==> src/rtl/sysctl_pkg.sv <==
// shared constants and carriers for the system control block
package sysctl_pkg;
    // register indices on the cpu and debug buses
    localparam logic [1:0] IDX_PIN_CTRL = 2'h0;
    localparam logic [1:0] IDX_RST_CAUSE = 2'h1;
    localparam logic [1:0] IDX_DBG_FRST = 2'h2;
    // ext_int_pin_control fields
    localparam int PDD_BIT = 6;
    localparam int PE_BIT = 4;
    localparam int FLAG_BIT = 3;
    localparam int ACK_BIT = 2;
    localparam int IE_BIT = 1;
    localparam int MOD_BIT = 0;
    // reset_cause_status fields
    localparam int C_POR_BIT = 7;
    localparam int C_PIN_BIT = 6;
    localparam int C_WDOG_BIT = 5;
    localparam int C_ILLOP_BIT = 4;
    localparam int C_ILLAD_BIT = 3;
    localparam int C_LOWV_BIT = 1;
    // debug_forced_reset field
    localparam int DFR_BIT = 0;
    // values after reset
    localparam logic [7:0] PIN_CTRL_RST = 8'h00;
    localparam logic [7:0] CAUSE_POR_VAL = 8'h82;
    localparam logic [7:0] CAUSE_CLEAR = 8'h00;
    localparam logic [7:0] DBG_READ_VAL = 8'h00;
    // cycles the system reset output is held
    localparam int RESET_HOLD_CYC = 16;

    typedef struct packed {
        logic sel;
        logic wr;
        logic [1:0] addr;
        logic [7:0] wdata;
    } bus_req_s;

    typedef struct packed {
        logic watchdog_timeout;
        logic watchdog_enable_option;
        logic unimpl_opcode;
        logic stop_instr;
        logic stop_mode_allow;
        logic background_halt_instr;
        logic background_mode_allow;
        logic illegal_address;
        logic low_volt_trip;
        logic low_voltage_reset_enable;
    } rst_src_s;
endpackage : sysctl_pkg

==> src/rtl/pin_event_detect.sv <==
// external interrupt pin synchroniser, edge and level detector, event flag
`timescale 1ns/100ps
module pin_event_detect (
    input wire logic core_clk,
    input wire logic reset_n,
    input wire logic pin_in,
    input wire logic enable,
    input wire logic mode,
    input wire logic ack,
    input wire logic clr,
    output logic flag,
    output logic pin_low
);
    logic sync1_r;
    logic sync2_r;
    logic prev_r;
    logic fall;
    logic set;
    logic ack_ok;

    // pin idles high, so the chain resets high to avoid a false edge
    always_ff @(posedge core_clk or negedge reset_n) begin
        if (!reset_n) begin
            sync1_r <= 1'b1;
            sync2_r <= 1'b1;
            prev_r <= 1'b1;
        end else begin
            sync1_r <= pin_in;
            sync2_r <= sync1_r;
            prev_r <= sync2_r;
        end
    end

    assign pin_low = ~sync2_r;
    assign fall = prev_r & ~sync2_r;
    assign set = enable & (fall | (mode & ~sync2_r)); // RL7 RL23
    assign ack_ok = ack & ~(mode & ~sync2_r); // RL5

    // a new event beats an acknowledge in the same cycle
    always_ff @(posedge core_clk or negedge reset_n) begin
        if (!reset_n) begin
            flag <= 1'b0;
        end else if (clr) begin
            flag <= 1'b0;
        end else if (set) begin
            flag <= 1'b1; // RL3
        end else if (ack_ok) begin
            flag <= 1'b0; // RL4
        end
    end
endmodule : pin_event_detect

==> src/rtl/reset_cause_capture.sv <==
// reset source qualification and next reset cause vector
`timescale 1ns/100ps
module reset_cause_capture (
    input wire logic core_clk,
    input wire logic reset_n,
    input wire logic ext_reset_pin_n,
    input sysctl_pkg::rst_src_s src,
    input wire logic por_prev,
    output logic trigger,
    output logic low_volt_rst,
    output logic ext_pin_low,
    output logic [7:0] cause_nxt
);
    logic sync1_r;
    logic sync2_r;
    logic illegal_op;
    logic wdog_rst;

    always_ff @(posedge core_clk or negedge reset_n) begin
        if (!reset_n) begin
            sync1_r <= 1'b1;
            sync2_r <= 1'b1;
        end else begin
            sync1_r <= ext_reset_pin_n;
            sync2_r <= sync1_r;
        end
    end

    assign ext_pin_low = ~sync2_r; // RL15
    assign illegal_op = src.unimpl_opcode
        | (src.stop_instr & ~src.stop_mode_allow)
        | (src.background_halt_instr & ~src.background_mode_allow); // RL17
    assign wdog_rst = src.watchdog_timeout & src.watchdog_enable_option; // RL16
    assign low_volt_rst = src.low_volt_trip & src.low_voltage_reset_enable; // RL13
    assign trigger = ext_pin_low | wdog_rst | illegal_op | src.illegal_address
        | low_volt_rst; // RL18

    always_comb begin
        cause_nxt = 8'h00;
        if (low_volt_rst) begin
            cause_nxt[sysctl_pkg::C_POR_BIT] = por_prev; // RL13
            cause_nxt[sysctl_pkg::C_LOWV_BIT] = 1'b1;
        end else begin
            cause_nxt[sysctl_pkg::C_PIN_BIT] = ext_pin_low; // RL14
            cause_nxt[sysctl_pkg::C_WDOG_BIT] = wdog_rst;
            cause_nxt[sysctl_pkg::C_ILLOP_BIT] = illegal_op;
            cause_nxt[sysctl_pkg::C_ILLAD_BIT] = src.illegal_address;
        end
    end
endmodule : reset_cause_capture

==> src/rtl/sys_ctl_top.sv <==
// system control: interrupt pin, reset cause status, debug forced reset
`timescale 1ns/100ps
// What this block does
// RL1 - pull-up off when bit 6 set, pin enabled
// RL2 - bit 4 enables the pin function
// RL3 - bit 3 read-only event flag
// RL4 - writing 1 to bit 2 clears flag
// RL5 - level mode: no clear while pin low
// RL6 - bit 1 gates the interrupt request
// RL7 - bit 0 picks edge or edge-and-level
// RL8 - software writes zero into bit 5
// RL9 - cause flags in bits 7,6,5,4,3,1
// RL10 - cause write restarts watchdog, keeps flags
// RL11 - debug forced reset clears all causes
// RL12 - power-on sets power-on and low-voltage
// RL13 - low-voltage reset keeps power-on flag
// RL14 - other resets record sources active then
// RL15 - low external pin sets pin flag
// RL16 - watchdog reset only when option enabled
// RL17 - illegal, disabled stop or halt opcode
// RL18 - unimplemented address access forces reset
// RL19 - user writes to forced reset ignored
// RL20 - forced reset register reads zero
// RL21 - debug write of bit 0 resets
// RL22 - host drives mode pin during forced reset
// RL23 - disabled pin sets no flag, no request
module sys_ctl_top #(
    parameter int HOLD_CYC = sysctl_pkg::RESET_HOLD_CYC
) (
    input wire logic core_clk,
    input wire logic reset_n,
    input sysctl_pkg::bus_req_s cpu_req,
    output logic [7:0] cpu_rdata,
    input sysctl_pkg::bus_req_s dbg_req,
    input wire logic irq_pin_in,
    input wire logic ext_reset_pin_n,
    input wire logic mode_select_pin,
    input sysctl_pkg::rst_src_s rst_src,
    output logic pin_pullup_en,
    output logic irq_request,
    output logic sys_reset_out,
    output logic wdog_restart,
    output logic bdm_entry
);
    typedef enum logic [1:0] {
        ST_RUN = 2'b00,
        ST_HOLD = 2'b01
    } seq_e;

    generate
        if (HOLD_CYC < 2 || HOLD_CYC > 255) begin : g_bad_hold
            $error("HOLD_CYC must lie in 2..255");
        end
    endgenerate

    seq_e state_r;
    seq_e state_nxt;
    logic [7:0] hold_cnt_r;
    logic pdd_r;
    logic pe_r;
    logic ie_r;
    logic mod_r;
    logic [7:0] cause_r;
    logic forced_r;
    logic ms_sync1_r;
    logic ms_sync2_r;
    logic first_r;
    logic pin_flag;
    logic pin_low;
    logic src_trigger;
    logic low_volt_rst;
    logic ext_pin_low;
    logic [7:0] cause_nxt;
    logic running;
    logic cpu_wr;
    logic cpu_rd;
    logic wr_ctrl;
    logic wr_cause;
    logic ack_pulse;
    logic dbg_force;
    logic enter_rst;
    logic hold_done;

    assign running = (state_r == ST_RUN);
    assign cpu_wr = cpu_req.sel & cpu_req.wr;
    assign cpu_rd = cpu_req.sel & ~cpu_req.wr;
    assign wr_ctrl = cpu_wr & running & (cpu_req.addr == sysctl_pkg::IDX_PIN_CTRL);
    assign wr_cause = cpu_wr & running & (cpu_req.addr == sysctl_pkg::IDX_RST_CAUSE);
    assign ack_pulse = wr_ctrl & cpu_req.wdata[sysctl_pkg::ACK_BIT]; // RL4
    // only the debug port reaches the forced reset bit
    assign dbg_force = dbg_req.sel & dbg_req.wr & running
        & (dbg_req.addr == sysctl_pkg::IDX_DBG_FRST)
        & dbg_req.wdata[sysctl_pkg::DFR_BIT]; // RL19 RL21
    assign enter_rst = running & (src_trigger | dbg_force);
    assign hold_done = (hold_cnt_r == 8'(HOLD_CYC - 1));

    pin_event_detect u_detect (
        .core_clk(core_clk),
        .reset_n(reset_n),
        .pin_in(irq_pin_in),
        .enable(pe_r),
        .mode(mod_r),
        .ack(ack_pulse),
        .clr(~running),
        .flag(pin_flag),
        .pin_low(pin_low)
    );

    reset_cause_capture u_cause (
        .core_clk(core_clk),
        .reset_n(reset_n),
        .ext_reset_pin_n(ext_reset_pin_n),
        .src(rst_src),
        .por_prev(cause_r[sysctl_pkg::C_POR_BIT]),
        .trigger(src_trigger),
        .low_volt_rst(low_volt_rst),
        .ext_pin_low(ext_pin_low),
        .cause_nxt(cause_nxt)
    );

    // power-on also walks through the hold so the system sees a full reset
    always_comb begin
        state_nxt = state_r;
        case (state_r)
            ST_RUN: begin
                if (enter_rst) begin
                    state_nxt = ST_HOLD; // RL21
                end
            end
            ST_HOLD: begin
                if (hold_done) begin
                    state_nxt = ST_RUN;
                end
            end
            default: begin
                state_nxt = ST_HOLD;
            end
        endcase
    end

    always_ff @(posedge core_clk or negedge reset_n) begin
        if (!reset_n) begin
            state_r <= ST_HOLD;
        end else begin
            state_r <= state_nxt;
        end
    end

    always_ff @(posedge core_clk or negedge reset_n) begin
        if (!reset_n) begin
            hold_cnt_r <= 8'h00;
        end else if (state_r == ST_HOLD && !hold_done) begin
            hold_cnt_r <= hold_cnt_r + 8'h01;
        end else begin
            hold_cnt_r <= 8'h00;
        end
    end

    assign sys_reset_out = (state_r == ST_HOLD);

    // control bits return to reset values during every reset hold
    always_ff @(posedge core_clk or negedge reset_n) begin
        if (!reset_n) begin
            pdd_r <= sysctl_pkg::PIN_CTRL_RST[sysctl_pkg::PDD_BIT];
            pe_r <= sysctl_pkg::PIN_CTRL_RST[sysctl_pkg::PE_BIT];
            ie_r <= sysctl_pkg::PIN_CTRL_RST[sysctl_pkg::IE_BIT];
            mod_r <= sysctl_pkg::PIN_CTRL_RST[sysctl_pkg::MOD_BIT];
        end else if (!running) begin
            pdd_r <= sysctl_pkg::PIN_CTRL_RST[sysctl_pkg::PDD_BIT];
            pe_r <= sysctl_pkg::PIN_CTRL_RST[sysctl_pkg::PE_BIT];
            ie_r <= sysctl_pkg::PIN_CTRL_RST[sysctl_pkg::IE_BIT];
            mod_r <= sysctl_pkg::PIN_CTRL_RST[sysctl_pkg::MOD_BIT];
        end else if (wr_ctrl) begin
            pdd_r <= cpu_req.wdata[sysctl_pkg::PDD_BIT]; // RL1
            pe_r <= cpu_req.wdata[sysctl_pkg::PE_BIT]; // RL2
            ie_r <= cpu_req.wdata[sysctl_pkg::IE_BIT]; // RL6
            mod_r <= cpu_req.wdata[sysctl_pkg::MOD_BIT]; // RL7
        end
    end

    // bit 5 is not stored; software is expected to keep it zero
    assign pin_pullup_en = pe_r & ~pdd_r; // RL1
    assign irq_request = pin_flag & ie_r & pe_r; // RL6 RL23

    always_ff @(posedge core_clk or negedge reset_n) begin
        if (!reset_n) begin
            cause_r <= sysctl_pkg::CAUSE_POR_VAL; // RL12
        end else if (enter_rst) begin
            if (dbg_force) begin
                cause_r <= sysctl_pkg::CAUSE_CLEAR; // RL11
            end else begin
                cause_r <= cause_nxt; // RL13 RL14
            end
        end
    end

    always_ff @(posedge core_clk or negedge reset_n) begin
        if (!reset_n) begin
            wdog_restart <= 1'b0;
        end else begin
            wdog_restart <= wr_cause; // RL10
        end
    end

    always_ff @(posedge core_clk or negedge reset_n) begin
        if (!reset_n) begin
            ms_sync1_r <= 1'b1;
            ms_sync2_r <= 1'b1;
        end else begin
            ms_sync1_r <= mode_select_pin;
            ms_sync2_r <= ms_sync1_r;
        end
    end

    // the mode pin is judged when a forced reset releases
    always_ff @(posedge core_clk or negedge reset_n) begin
        if (!reset_n) begin
            forced_r <= 1'b0;
            bdm_entry <= 1'b0;
        end else if (dbg_force) begin
            forced_r <= 1'b1;
        end else if (state_r == ST_HOLD && hold_done) begin
            forced_r <= 1'b0;
            bdm_entry <= forced_r & ~ms_sync2_r; // RL22
        end
    end

    always_ff @(posedge core_clk or negedge reset_n) begin
        if (!reset_n) begin
            cpu_rdata <= 8'h00;
        end else if (cpu_rd) begin
            case (cpu_req.addr)
                sysctl_pkg::IDX_PIN_CTRL: begin
                    cpu_rdata <= {1'b0, pdd_r, 1'b0, pe_r, pin_flag, 1'b0,
                        ie_r, mod_r}; // RL3 RL4
                end
                sysctl_pkg::IDX_RST_CAUSE: begin
                    cpu_rdata <= cause_r; // RL9
                end
                sysctl_pkg::IDX_DBG_FRST: begin
                    cpu_rdata <= sysctl_pkg::DBG_READ_VAL; // RL20
                end
                default: begin
                    cpu_rdata <= 8'h00;
                end
            endcase
        end
    end

    always_ff @(posedge core_clk or negedge reset_n) begin
        if (!reset_n) begin
            first_r <= 1'b1;
        end else begin
            first_r <= 1'b0;
        end
    end
endmodule : sys_ctl_top

==> config.mk <==
export PLATFORM = sky130hd
export DESIGN_NAME = sys_ctl_top
export DESIGN_NICKNAME = d
export VERILOG_FILES = /design/src/rtl/sysctl_pkg.sv /design/src/rtl/pin_event_detect.sv /design/src/rtl/reset_cause_capture.sv /design/src/rtl/sys_ctl_top.sv
export SDC_FILE = /design/constraint.sdc
export NUM_CORES = 1
export LEC_CHECK = 0
export BUFFER_PORTS_ARGS = -buffer_cell sky130_fd_sc_hd__buf_2
export CELL_PAD_IN_SITES_DETAIL_PLACEMENT = 0
export CELL_PAD_IN_SITES_GLOBAL_PLACEMENT = 2
export CORE_MARGIN = 1
export CORE_UTILIZATION = 34
export DETAILED_ROUTE_END_ITERATION = 8
export GPL_TIMING_DRIVEN = 0
export PLACE_DENSITY_LB_ADDON = 0.1
export SYNTH_ARGS = -nofsm -noshare
export SYNTH_HDL_FRONTEND = slang
export SYNTH_HIERARCHICAL = 1
export SYNTH_SLANG_ARGS = --single-unit
==> constraint.sdc <==
create_clock -name core_clk -period 2.75 [get_ports core_clk]
set_input_delay 0.275 -clock core_clk [delete_from_list [all_inputs] [get_ports core_clk]]
set_output_delay 0.275 -clock core_clk [all_outputs]
set_load 0.03 [all_outputs]
== Yosys cells after proc, flatten, opt, wreduce, memory -nomap -nowiden ==
Cells that the tools add are included.
Word-level totals
  register bits after elaboration: 41
  input port bits: 39
  output and inout bits: 13
  logic and storage cells: 101
Cells by class
  add/subtract/negate cells: 1
  eq/ne operators: 9
  mux-type cells: 22
  bitwise gates (word level): 40
  reductions and logical operators: 9
Operator list (count)
  1-bit AND: 23
  8-bit two-way mux: 2
  8-bit one-hot mux with 2 select lines: 1
  1-bit two-way mux: 15
  1-bit inverter: 9
  8-bit by 1-bit adder with 8-bit output (second input constant): 1
  8-bit by 4-bit == test with 1-bit output (second input constant): 1
  1-bit OR: 8
  2-bit by 1-bit != test with 1-bit output (second input constant): 3
  2-bit AND reduction: 3
  2-bit by 1-bit == test with 1-bit output (second input constant): 2
  2-bit logical NOT: 2
  2-bit two-way mux: 2
  4-bit two-way mux: 1
  2-bit one-hot mux with 2 select lines: 1
  3-bit by 1-bit != test with 1-bit output (second input constant): 1
  2-bit == test (second input constant): 1
  1-bit logical AND: 2
  2-bit != test (second input constant): 1
  2-bit nonzero test: 1
  1-bit logical NOT: 1

== Logic depth before layout (Yosys ltp) ==
  depth in word-level cells: 11
  mapped depth: 8
  depth with buffers taken out: 6

== Hierarchy ==
The synthesis kept the hierarchy.
By module, submodules not included
  sys_ctl_top: times used 1, cells each 133, area each 1496.4 um^2, sequential area each 857.1 um^2
  reset_cause_capture: times used 1, cells each 20, area each 167.7 um^2, sequential area each 52.6 um^2
  pin_event_detect: times used 1, cells each 10, area each 142.6 um^2, sequential area each 103.8 um^2

== Worst setup path before layout ==
Ideal clock, no wire load.
  kind: register to register
  start point: register state_r[0]
  end point: register bdm_entry
  library setup time: 0.125 ns
  arrival: 1.751 ns
  data required time: 2.625 ns
  slack: 0.874 ns
  stages on the path, launching flop included: 5
  buffers on the path: 1
  period minus slack after synthesis: 1.876 ns
  cell sequence: dfstp_2 -> clkbuf_1 -> inv_1 -> or3_4 -> mux2_4
Between the ends
  longest elaborated chain between the ends: 6
  elaborated cells between the ends (all ways): 8
  those cells by class: eq/ne: 1; bitwise: 4; reduce/logical: 3
RTL lines
  start, declared: RTL line sys_ctl_top.sv:56  | seq_e state_r;
  start signal, assigned: RTL line sys_ctl_top.sv:145  | state_r <= state_nxt;
  2-bit logical NOT: RTL line sys_ctl_top.sv:84  | assign running = (state_r == ST_RUN);
  1-bit AND: RTL line sys_ctl_top.sv:91  | assign dbg_force = dbg_req.sel & dbg_req.wr & running
  1-bit AND: RTL line sys_ctl_top.sv:92  | & (dbg_req.addr == sysctl_pkg::IDX_DBG_FRST)
  1-bit AND: RTL line sys_ctl_top.sv:93  | & dbg_req.wdata[sysctl_pkg::DFR_BIT];
  1-bit inverter (no source line)
  2-bit AND reduction (no source line) (*)
  end signal, assigned: RTL line sys_ctl_top.sv:224  | bdm_entry <= forced_r & ~ms_sync2_r;
  end, declared: RTL line sys_ctl_top.sv:43  | output logic bdm_entry
Every way passes the cells marked *; elsewhere a longest branch is shown, timed or not.
A chain may end at the register's enable or synchronous reset.

== Worst setup path in the final report ==
Same ends and word-level chain as after synthesis.

==> flow_summary.rst <==
.. list-table::
   :header-rows: 1

   * - Metric
     - Value
   * - Clock Pin Slew Worst Setup and Hold Paths
     - around 80 ps
   * - Min-Delay Endpoint
     - u_detect/sync1_r
   * - Remaining routing DRC violations
     - 0
   * - Primary FF master, synth
     - sky130_fd_sc_hd__dfrtp_1
   * - Drt pass-1 iters
     - 5
   * - Mapped Cells
     - approximately 160
   * - Antenna diodes
     - 0
   * - Unrepaired setup endpoints after global routing
     - no
   * - Hold Startpoint
     - irq_pin_in
   * - Most used standard cells in the synthesized netlist
     - sky130_fd_sc_hd__dfrtp_1 (30), sky130_fd_sc_hd__nor2_1 (18), sky130_fd_sc_hd__mux2i_1 (13)
   * - Fill cell instance count of the final layout
     - 524
   * - Fin crit share
     - 0.747
   * - TritonCTS clock tree
     - built
   * - Clock net sink count
     - 40
   * - Final HPWL DP
     - ~2700 um
   * - Sequential Area
     - 0.00101 sq mm
   * - CP startpoint kind
     - flip-flop
   * - Initial antenna violation count
     - 0
   * - Fin area
     - around 0.0022 sq mm
   * - YS warnings
     - 6
   * - Achievable frequency
     - 487 MHz
   * - Post-placement cell area
     - between 0.002 and 0.0025 sq mm
   * - Number of nets with antenna violations after detailed routing
     - 0
   * - Type of destination of the critical path
     - flip-flop
   * - Critical Path RT
     - 2920 ps
   * - Number of register bits inferred by synthesis
     - 40
   * - Wire length of the first global-routing pass
     - 5980 um
   * - Clock insertion delay at the later pin of the skew report
     - 290 ps
   * - Final RePlAce weighted congestion
     - 0.809
   * - Static leakage power
     - 1.13 nW
   * - Period minus WS final
     - 2050 ps
   * - Starting density of the core
     - 0.354
   * - Worst reg2reg setup slack
     - 700 ps
   * - Post-Route WL
     - 3700 um
   * - Area of the placeable core
     - 0.00511 sq mm
   * - Nets
     - 251
   * - Cell with the most instances after synthesis
     - sky130_fd_sc_hd__dfrtp_1
   * - Area overhead of the layout relative to synthesis
     - 22.1%
   * - Pin count of the biggest net entering global routing
     - 41
   * - Maximum clock insertion buffer count
     - 2
   * - Hold Crit Class
     - in2reg
   * - Critical path class
     - reg2reg
   * - Clock root buffer
     - sky130_fd_sc_hd__clkbuf_8
   * - Avg Inst Size Synth
     - 11.1 sq um
   * - Distinct cell type count after synthesis
     - 41
   * - Worst endpoint data arrival time
     - 2230 ps
   * - Die X-Extent
     - ~75 um
   * - Vias in the first global route
     - 1,276
   * - Final hold violation count
     - 0
   * - H-Tree Depth
     - 2
   * - Most area-hungry cell type in the Yosys netlist
     - sky130_fd_sc_hd__dfrtp_1
   * - Count of endpoints failing setup in the final report
     - 0
   * - Hold Path Depth
     - 1
   * - Maximum resistive drop on vdd
     - 340 uV
   * - WL/cell
     - 13.1 um
   * - Number of DRC violations after detailed-routing iteration 0
     - 97
   * - Worst Hold Margin
     - 75.3 ps
   * - Cell Count, Final, Fillers Out
     - ~280
   * - Vias post-DR
     - 1,300
   * - Die span in y
     - 74.9 um
   * - Skew final
     - 5.59 ps
   * - Relative slew slack
     - 0.366
   * - Global route total overflow
     - 0
   * - Port-buffer cells
     - 40
   * - Power Dens Cells
     - about 740 mW/mm^2
   * - Num CTS Buffers
     - 5
   * - Endpoint of the most critical register-to-register path
     - bdm_entry
   * - Hold_buf cts
     - 0
   * - Worst R2R Path Depth
     - 4
   * - Total die area
     - 0.00561 sq mm
   * - Result of the run
     - complete, no violations
   * - Row count
     - 26
   * - Sequential cell area fraction in the yosys report
     - 0.561
   * - Post-CTS Resized
     - 0
   * - Fraction of final layout cells with drive strength greater than 1
     - 0.368
   * - Count of flip-flops with a built-in enable after synthesis
     - 0
   * - All-Layer GR Usage
     - 0.147
   * - Synth async-reset ratio
     - 1.00
   * - Final count of pins violating max slew
     - 0
   * - Number of violations of the max-capacitance limit
     - 0
   * - Source of the worst register-to-register timing path
     - state_r[0]
   * - Power, Total
     - about 1.6 mW
   * - Peak fanout along the critical path
     - 10
   * - Placed Cells incl. Taps
     - 274
   * - Share of the synthesized area in the top cell type
     - 0.416
   * - Area taken by multi-input logic gates
     - 709 sq um
   * - Worst-margin pin slew
     - 943 ps
   * - Biggest area contributors in the synthesized netlist
     - sky130_fd_sc_hd__dfrtp_1 (42%), sky130_fd_sc_hd__dfstp_2 (15%), sky130_fd_sc_hd__mux2i_1 (7.2%), sky130_fd_sc_hd__nor2_1 (3.7%), sky130_fd_sc_hd__o21ai_0 (3.0%)
   * - Post-CTS setup repair buffer count
     - 0
   * - Total negative slack
     - 0 ps
   * - Number of top-level design ports
     - 52
   * - Post-DR vias/cell
     - 4.61
   * - Netlist area before placement
     - between 0.0015 and 0.002 sq mm
==> per-layer routing <==
layer,up-vias,global-route usage,wire length (um)
met5,-,0,0
met4,0,0.0797,57
met3,5,0.0281,161
met2,36,0.229,1700
met1,617,0.194,1780
li1,642,-,-
==> cell type report <==
cell class                      count  share of cell area
Clock inverter                      2              0.0159
Inverter                            9              0.0153
Timing Repair Buffer               40              0.0908
Sequential cell                    40               0.459
Multi-Input combinational cell    106               0.322
Tap cell                           70              0.0397
Buffer                              9              0.0244
Clock buffer                        6              0.0329
==> cells by family (layout without fill, tap and decap cells) <==
| kind of cell | Yosys count | in the layout | share of synthesized area |
|---|---|---|---|
| simple gates | 59 | 59 | 0.178 |
| flops | 40 | 40 | 0.561 |
| compound gates | 25 | 25 | 0.0935 |
| xor+xnor | 1 | 1 | 0.00485 |
| fa+ha+maj | 1 | 1 | 0.00692 |
| buf+inv | 18 | 66 | 0.0485 |
| other cells | 1 | 2 | 0.00208 |
| mux | 18 | 18 | 0.105 |
==> cells in the final DEF, fill, tap and decap left out, drive strengths merged, types with 2 or more instances in the layout <==
master	instances
mux2i	13
nor2	18
conb	2
inv	9
nand2b	3
dfrtp	30
nor4	2
or3	6
a21oi	5
clkbuf	10
nand2	10
nand3	3
a22o	3
o21ai	11
dfstp	10
nor2b	8
a221oi	2
and3	2
buf	45
mux2	5
==> where the power goes <==
| part | switching, mW | internal [mW] | leakage [nW] |
|---|---|---|---|
| logic | 0.208 | 0.164 | 0.570 |
| clock network | 0.200 | 0.269 | 0.0552 |
| registers | 0.0864 | 0.713 | 0.502 |
| total | 0.494 | 1.15 | 1.13 |
==> state kept, by name, indices dropped and copies added, names as in the netlist <==
signal and flops:
u_cause/sync2_r 1, ms_sync1_r 1, bdm_entry 1, state_r 1
u_cause/sync1_r 1, forced_r 1, u_detect/flag 1, ms_sync2_r 1
pdd_r 1, u_detect/sync1_r 1, u_detect/prev_r 1, cause_r 8
u_detect/sync2_r 1, wdog_restart 1, cpu_rdata 8, pe_r 1
ie_r 1, mod_r 1, hold_cnt_r 8
==> through the flow <==
| step | setup WS, ps | util |
|---|---|---|
| 2_1_floorplan | 874 | - |
| 3_3_place_gp | 694 | 0.411 |
| 3_5_place_dp | 633 | 0.411 |
| 4_1_cts | 622 | 0.432 |
| 5_1_grt | 573 | 0.432 |
| 6_report | 695 | 0.432 |
==> worst max-delay path, stage by stage (launching register included) <==
cell                       delay (ps)
sky130_fd_sc_hd__dfstp_2          590
sky130_fd_sc_hd__clkbuf_1         400
sky130_fd_sc_hd__inv_1            200
sky130_fd_sc_hd__or3_4            450
sky130_fd_sc_hd__mux2_4           300
==> how the worst max path moves through the flow <==
stage | start | end
2_1_floorplan | state_r[0] | bdm_entry
3_3_place_gp | state_r[0] | bdm_entry
3_5_place_dp | state_r[0] | bdm_entry
4_1_cts | state_r[0] | bdm_entry
5_1_grt | state_r[0] | bdm_entry
6_report | state_r[0] | bdm_entry
No activity file was read; power rests on OpenSTA's default activity.
